==> src/rtl/host_bridge_defines.vh <==
// constants for the host bridge configuration header slice
// assumes byte offsets in the function's 256-byte configuration space
`ifndef HOST_BRIDGE_DEFINES_VH
`define HOST_BRIDGE_DEFINES_VH

// ****************************************************************
// register byte offsets
// ****************************************************************
`define STATUS_OFS          8'h06
`define STEPPING_OFS        8'h08
`define SUB_CLASS_OFS       8'h0a
`define BASE_CLASS_OFS      8'h0b
`define LATENCY_OFS         8'h0d
`define HEADER_OFS          8'h0e
`define CAP_PTR_OFS         8'h34

// ****************************************************************
// status field positions
// ****************************************************************
`define ST_PARITY_SEEN_BIT  15
`define ST_SYS_ERR_BIT      14
`define ST_MASTER_ABORT_BIT 13
`define ST_TARGET_ABORT_BIT 12
`define ST_TA_SENT_BIT      11
`define ST_DECODE_HI_BIT    10
`define ST_DECODE_LO_BIT    9
`define ST_DATA_PARITY_BIT  8
`define ST_B2B_BIT          7
`define ST_CAP_LIST_BIT     4

// ****************************************************************
// reset and fixed values
// ****************************************************************
`define STATUS_RESET        16'h0090
`define DECODE_FAST         2'h0
`define SUB_CLASS_VAL       8'h00
`define BASE_CLASS_VAL      8'h06
`define LATENCY_VAL         8'h00
`define HEADER_VAL          8'h00

// ****************************************************************
// hub completion status encodings and timing
// ****************************************************************
`define CPL_NORMAL          2'h0
`define CPL_MASTER_ABORT    2'h1
`define CPL_TARGET_ABORT    2'h2
`define CFG_ACK_CYCLES      1

`endif

==> src/rtl/host_bridge_config_header.v <==
// host bridge configuration header slice: status, class codes, latency
// timer and header type, plus the system error message request logic
// assumes a configuration access port already decoded to this function,
// with dword index, byte enables and single-cycle read/write strobes
//
// Functional notes
// - status bit 14 sets when a system error message is sent; write 1 clears
// - status bit 13 sets on master abort completion of own request; w1c
// - status bit 12 sets on target abort completion of own request; w1c
// - status bits 15, 11 and 8 always read 0, writes ignored
// - status bits 10:9 always read 00 (fast decode), writes ignored
// - status bit 7 always reads 1, writes ignored
// - status bit 4 always reads 1; capability pointer sits at offset 34h
// - status register resets to 0090h
// - stepping code at 08h is a fixed value, writes ignored
// - sub-class code at 0Ah reads 00h
// - base class code at 0Bh reads 06h
// - latency timer at 0Dh reads 0, writes ignored
// - header type at 0Eh has no storage, reads 0
// - message sending gated by device 0 enable ORed with device 1 enable
`timescale 1ns/1ps
`include "host_bridge_defines.vh"

module host_bridge_config_header
#(
    // arbitrary value, not any real part's stepping
    parameter [7:0] STEPPING_VAL = 8'h01
)
(
    // clock and reset
    input  wire        clk,
    input  wire        rst_n,
    // configuration access port
    input  wire [5:0]  cfg_dw_addr,
    input  wire [3:0]  cfg_be,
    input  wire        cfg_rd,
    input  wire        cfg_wr,
    input  wire [31:0] cfg_wdata,
    output wire [31:0] cfg_rdata,
    output wire        cfg_ack,
    output wire        cfg_hit,
    // error message enables from the command registers
    input  wire        sys_error_msg_enable,
    input  wire        dev1_sys_error_msg_enable,
    // device 0 error condition, already qualified by its own enables
    input  wire        dev0_error_event,
    // system error message handshake toward the hub interface
    output wire        serr_msg_req,
    input  wire        serr_msg_ack,
    // completions returning for requests issued by the bridge
    input  wire        cpl_valid,
    input  wire        cpl_own,
    input  wire [1:0]  cpl_status,
    // flag view for other logic
    output wire [15:0] bridge_status
);

    // ****************************************************************
    // dword indices of the covered locations
    // ****************************************************************
    localparam [7:0] STATUS_OFS_W = `STATUS_OFS;
    localparam [7:0] STEP_OFS_W   = `STEPPING_OFS;
    localparam [7:0] LAT_OFS_W    = `LATENCY_OFS;
    localparam [5:0] DW_STATUS    = STATUS_OFS_W[7:2];
    localparam [5:0] DW_CLASS     = STEP_OFS_W[7:2];
    localparam [5:0] DW_MISC      = LAT_OFS_W[7:2];

    // ****************************************************************
    // message sender states
    // ****************************************************************
    localparam [1:0] MSG_IDLE = 2'h0;
    localparam [1:0] MSG_SEND = 2'h1;
    localparam [1:0] MSG_GAP  = 2'h2;

    reg  [1:0]  msg_state_q;
    reg  [1:0]  msg_state_d;
    reg         msg_pending_q;
    reg         msg_pending_d;
    reg         msg_sent;

    reg  [31:0] rdata_q;
    reg  [31:0] rdata_d;
    reg         ack_q;

    wire        msg_gate;
    wire        new_error;
    wire        status_wr;
    wire        hi_lane_wr;
    wire [2:0]  flag_set;
    wire [2:0]  flag_clr;
    wire [2:0]  flags_q;
    wire [15:0] status_word;
    wire [31:0] class_word;
    wire [31:0] misc_word;

    // ****************************************************************
    // system error message gating
    // ****************************************************************
    // either function's enable lets the shared message out
    assign msg_gate  = sys_error_msg_enable | dev1_sys_error_msg_enable;
    assign new_error = dev0_error_event & msg_gate;

    // ****************************************************************
    // message sender
    // ****************************************************************
    // errors arriving while a message is outstanding are folded into
    // one follow-up message; the hub only needs to learn of an error once
    always @*
    begin
        msg_state_d   = msg_state_q;
        msg_pending_d = msg_pending_q;
        msg_sent      = 1'b0;
        case (msg_state_q)
            MSG_IDLE:
            begin
                if (new_error || msg_pending_q)
                begin
                    msg_state_d   = MSG_SEND;
                    msg_pending_d = 1'b0;
                end
            end
            MSG_SEND:
            begin
                if (new_error)
                    msg_pending_d = 1'b1;
                if (serr_msg_ack)
                begin
                    msg_sent    = 1'b1;
                    msg_state_d = MSG_GAP;
                end
            end
            MSG_GAP:
            begin
                // one idle cycle so the request drops between messages
                if (new_error)
                    msg_pending_d = 1'b1;
                msg_state_d = MSG_IDLE;
            end
            default:
            begin
                msg_state_d   = MSG_IDLE;
                msg_pending_d = 1'b0;
            end
        endcase
    end

    always @(posedge clk or negedge rst_n)
    begin
        if (!rst_n)
        begin
            msg_state_q   <= MSG_IDLE;
            msg_pending_q <= 1'b0;
        end
        else
        begin
            msg_state_q   <= msg_state_d;
            msg_pending_q <= msg_pending_d;
        end
    end

    assign serr_msg_req = (msg_state_q == MSG_SEND);

    // ****************************************************************
    // sticky status flags
    // ****************************************************************
    assign status_wr  = cfg_wr & (cfg_dw_addr == DW_STATUS);
    assign hi_lane_wr = status_wr & cfg_be[3];

    // flag order: 2 = system error sent, 1 = master abort, 0 = target abort
    assign flag_set[2] = msg_sent;
    assign flag_set[1] = cpl_valid & cpl_own & (cpl_status == `CPL_MASTER_ABORT);
    assign flag_set[0] = cpl_valid & cpl_own & (cpl_status == `CPL_TARGET_ABORT);

    // status bit n sits at data bit 16+n; only a written 1 clears
    assign flag_clr[2] = hi_lane_wr & cfg_wdata[16 + `ST_SYS_ERR_BIT];
    assign flag_clr[1] = hi_lane_wr & cfg_wdata[16 + `ST_MASTER_ABORT_BIT];
    assign flag_clr[0] = hi_lane_wr & cfg_wdata[16 + `ST_TARGET_ABORT_BIT];

    sticky_flags
    #(
        .WIDTH   (3)
    )
    u_flags
    (
        .clk     (clk),
        .rst_n   (rst_n),
        .set     (flag_set),
        .clr     (flag_clr),
        .flags_q (flags_q)
    );

    // ****************************************************************
    // status word assembly
    // ****************************************************************
    // flags reset to 0, so the word comes out of reset as the fixed 0090h
    assign status_word[`ST_PARITY_SEEN_BIT]  = 1'b0;
    assign status_word[`ST_SYS_ERR_BIT]      = flags_q[2];
    assign status_word[`ST_MASTER_ABORT_BIT] = flags_q[1];
    assign status_word[`ST_TARGET_ABORT_BIT] = flags_q[0];
    assign status_word[`ST_TA_SENT_BIT]      = 1'b0;
    assign status_word[`ST_DECODE_HI_BIT:`ST_DECODE_LO_BIT] = `DECODE_FAST;
    assign status_word[`ST_DATA_PARITY_BIT]  = 1'b0;
    assign status_word[`ST_B2B_BIT]          = 1'b1;
    assign status_word[6:5]                  = 2'h0;
    assign status_word[`ST_CAP_LIST_BIT]     = 1'b1;
    assign status_word[3:0]                  = 4'h0;

    assign bridge_status = status_word;

    // ****************************************************************
    // fixed identity and header words
    // ****************************************************************
    // byte 09h (programming interface) is outside this slice and reads 0
    assign class_word = {`BASE_CLASS_VAL, `SUB_CLASS_VAL, 8'h00, STEPPING_VAL};
    // 0Ch and 0Fh are outside this slice; 0Dh and 0Eh have no storage
    assign misc_word  = {8'h00, `HEADER_VAL, `LATENCY_VAL, 8'h00};

    // ****************************************************************
    // read path
    // ****************************************************************
    // the command register half of the status dword lives elsewhere and
    // returns 0 from here; the owner ORs its own lanes in
    always @*
    begin
        rdata_d = 32'h0000_0000;
        case (cfg_dw_addr)
            DW_STATUS:
            begin
                if (cfg_be[2])
                    rdata_d[23:16] = status_word[7:0];
                if (cfg_be[3])
                    rdata_d[31:24] = status_word[15:8];
            end
            DW_CLASS:
            begin
                if (cfg_be[0])
                    rdata_d[7:0] = class_word[7:0];
                if (cfg_be[2])
                    rdata_d[23:16] = class_word[23:16];
                if (cfg_be[3])
                    rdata_d[31:24] = class_word[31:24];
            end
            DW_MISC:
            begin
                rdata_d = misc_word;
            end
            default:
            begin
                rdata_d = 32'h0000_0000;
            end
        endcase
    end

    // ****************************************************************
    // access completion
    // ****************************************************************
    // writes to fixed fields are accepted and dropped, still acknowledged
    always @(posedge clk or negedge rst_n)
    begin
        if (!rst_n)
        begin
            rdata_q <= 32'h0000_0000;
            ack_q   <= 1'b0;
        end
        else
        begin
            ack_q <= cfg_rd | cfg_wr;
            if (cfg_rd)
                rdata_q <= rdata_d;
        end
    end

    assign cfg_rdata = rdata_q;
    assign cfg_ack   = ack_q;
    assign cfg_hit   = (cfg_dw_addr == DW_STATUS) |
                       (cfg_dw_addr == DW_CLASS) |
                       (cfg_dw_addr == DW_MISC);

endmodule // host_bridge_config_header

==> src/rtl/sticky_flags.v <==
// bank of hardware-set, write-one-to-clear flags
// assumes set and clear are single-cycle strobes on clk
`timescale 1ns/1ps

module sticky_flags
#(
    parameter WIDTH = 3
)
(
    // clock and reset
    input  wire             clk,
    input  wire             rst_n,
    // per-flag strobes
    input  wire [WIDTH-1:0] set,
    input  wire [WIDTH-1:0] clr,
    // flag state
    output wire [WIDTH-1:0] flags_q
);

    // ****************************************************************
    // one flop per flag
    // ****************************************************************
    genvar i;
    generate
        for (i = 0; i < WIDTH; i = i + 1)
        begin : g_flag
            reg  flag_q;
            wire flag_d;

            // set wins over a clear in the same cycle so no event is lost
            assign flag_d = set[i] | (flag_q & ~clr[i]);

            always @(posedge clk or negedge rst_n)
            begin
                if (!rst_n)
                    flag_q <= 1'b0;
                else
                    flag_q <= flag_d;
            end

            assign flags_q[i] = flag_q;
        end
    endgenerate

endmodule // sticky_flags

==> config.mk <==
export PLATFORM = sky130hd
export DESIGN_NAME = host_bridge_config_header
export DESIGN_NICKNAME = d
export VERILOG_FILES = /design/src/rtl/host_bridge_config_header.v /design/src/rtl/sticky_flags.v
export VERILOG_INCLUDE_DIRS = /design/src /design/src/rtl
export SDC_FILE = /design/constraint.sdc
export NUM_CORES = 1
export LEC_CHECK = 0
export ABC_AREA = 1
export BUFFER_PORTS_ARGS = -buffer_cell sky130_fd_sc_hd__buf_2
export CAP_MARGIN = 25
export CORE_UTILIZATION = 29
export DETAILED_ROUTE_END_ITERATION = 10
export GPL_TIMING_DRIVEN = 0
export PLACE_DENSITY_LB_ADDON = 0.1
export SLEW_MARGIN = 5
export SYNTH_ARGS = -nofsm -noshare
export SYNTH_HDL_FRONTEND = slang
export SYNTH_SLANG_ARGS = --single-unit
==> constraint.sdc <==
create_clock -name clk -period 1.4 [get_ports clk]
set_input_delay 0.14 -clock clk [delete_from_list [all_inputs] [get_ports clk]]
set_output_delay 0.14 -clock clk [all_outputs]
set_load 0.02 [all_outputs]
==> reports/metrics.cfg <==
[status]
status = finished, final reports clean

[critical_path]
cp_data_arrival_time_ns = 1.15
path_class = register to output port
reg2reg_slack_ns = 0.36
worstPathCellList = inv_1, ha_1, buf_2
crit_path_end_kind = output port
crit_path_end = serr_msg_req
startpoint = msg_state_q[1]
required_ns = 1.26
worstRegToRegCells = 6
r2r_start = msg_state_q[0]
rr_endpoint = msg_state_q[0]
crit_buf_inv = 2
critPathMaxFanout = 4
cp.depth = 3
crit_family = flip-flops
max_stage_delay_ns = 0.38
crit_path_top_delay_cell = dfrtp_1
critical_path.startpoint_type = register

[drt]
wl_um = 1743
drc = 0
vias_per_cell = 3.447
vias = 841
first_pass_iters = 3
wl_per_cell_um = 7.143
drtAntennaViolNets = 0
drt_iter0_markers = 14

[logic_synthesis]
syn_area_um2 = 972.2
yosysUniqueCellTypes = 18
synth-warning-count = 0
synth-seq-area-share_pct = 33.46
ys_ff_latch = 13
avgSynthCellArea_um2 = 7.904
syn_inst = 123

[layout]
syn_to_final_growth_pct = 41.96
layout.nets = 258
layout.cells.non_filler = 244
mostFrequentLayoutCell = buf_4
drive_gt1_share_pct = 44.50
mostFrequentLayoutCells = buf_4 (42), conb_1 (37), buf_2 (37)
diodes = 0
final_core_util_pct = 44.12

[clocking]
clock_latency_ns = 0.28
cts_setup_buffers = 0
cts_hold_buf = 1
clock_sinks = 13
htreeDepth = 1
cts_tree = done
cts_resized = 0
clockBufferDepth = 2
cts_root_buf = clkbuf_4
cts.clk_slew.worst_paths_ns = 0.08
cts_buffers = 3

[pwr]
power.switching_uw = 420.9
power.total_mw = 1.145
p_per_area_mw_per_mm2 = 829.6
p_clk_share_pct = 20.3
power.internal_uw = 724.1
p_comb_share_pct = 41.0
ir_worst_vdd_v = 0.0002202
leakagePower_nw = 0.8768
swShare_pct = 36.76
p_seq_share_pct = 38.7

[global_routing]
grt_pass1_vias = 710
grt_max_degree = 14
grt_pass1_wl_um = 2760
overflow = 0
grt_use_total_pct = 10.38
antenna_found_initial = 0

[sta]
setup_tns_ns = 0
rsz0062_at_grt = false
fin_skew_ns = 0.0004151
setup_violations = 0
hold_violations = 0
clock.fmax_mhz = 774.0
fin_crit_sh_pct = 92.28
finalCriticalPeriod_ns = 1.292
maxSlewViolCount = 0

[placed_design]
gp_congestion = 0.7272
dp.cells = 239
hpwl_um = 1507
port_buffers = 37

[die]
die_h_um = 59.90
dieArea_mm2 = 0.003588
io_pins = 105
fp-row-count = 20
die_w_um = 59.90
core_mm2 = 0.003128
initial_utilization_pct = 31.08

[job]
maxCapViolCount = 0

[min_path]
worstHoldPathType = input pin to register

==> sequential cells by signal, summed over array words and instances (netlist names) <==
signal,count
msg_pending_q,1
u_flags.g_flag.flag_q,3
cfg_ack,1
cfg_rdata,6
msg_state_q,2
==> per-layer routing <==
layer  up-vias  global-route usage [%]  part of all wire, %
met3         3                   2.814                   11
met5         -                       0                    0
met4         0                   6.645                  2.0
li1        452                       -                    -
met1       341                   11.73                   41
met2        45                   17.14                   46
==> cells by family after synthesis <==
group	after synthesis	synth area share [%]
flops	13	33.46
other cells	2	0.7725
buf+inv	53	36.68
simple gates	47	22.39
fa+ha+maj	3	3.861
compound gates	5	2.831
==> synthesized netlist by cell type (all sizes together) <==
| cell type | count | area (um2) |
|---|---|---|
| buf | 42 | 315.3 |
| nand2 | 30 | 122.6 |
| dfrtp | 13 | 325.3 |
| inv | 11 | 41.29 |
| nand3 | 11 | 55.05 |
| nor2 | 4 | 27.52 |
| ha | 3 | 37.54 |
| o21ai | 3 | 15.01 |
| conb | 2 | 7.510 |
| a21boi | 1 | 7.510 |
| a21oi | 1 | 5.000 |
| nand4 | 1 | 6.260 |
| or2 | 1 | 6.260 |
==> worst reg2reg max path: cells and delay by family (launching register included) <==
kind                     cells  cell delay, ns
flip-flops                   1            0.38
AND/OR/NAND/NOR              4            0.30
adder cells (fa/ha/maj)      1            0.19
buffers and inverters        1            0.07
==> worst min-delay path by stage <==
stage | startpoint | to | slack [ns] | cells past startpoint
5_1_grt | cfg_wr | cfg_ack | 0.07 | 2
6_report | cfg_wr | cfg_ack | 0.07 | 2
3_5_place_dp | rst_n | cfg_rdata[0] | 0.04 | 1
4_1_cts | cfg_wr | cfg_ack | 0.06 | 2
2_1_floorplan | rst_n | cfg_ack | -0.16 | 0
3_3_place_gp | rst_n | cfg_rdata[0] | 0.04 | 1
==> power groups by stage <==
stage,logic [mW],clock network [mW],registers (mW)
final,0.470,0.232,0.443
after global routing,0.531,0.255,0.451
after CTS,0.473,0.241,0.444
after detailed placement,0.467,0,0.452
after global placement,0.458,0,0.451
after floorplan,0.368,0,0.449
==> layout make-up <==
type,count,area [um2]
Clock buffer,4,26.28
Inverter,11,41.29
Multi-Input combinational cell,92,421.7
Buffer,42,315.3
Tap cell,44,55.05
Fill cell,330,1748
Timing Repair Buffer,38,195.2
Sequential cell,13,325.3
==> stage by stage <==
step,instance area (um2),hold WS (ns),setup slack (ns)
after floorplan,1104,-0.1556,0.3085
after global placement,1344,0.03914,0.3759
after detailed placement,1344,0.04421,0.3639
after CTS,1380,0.06321,0.08996
after global routing,1380,0.07083,0.006831
final,1380,0.07135,0.1081
Power figures use the tool's default switching activity.
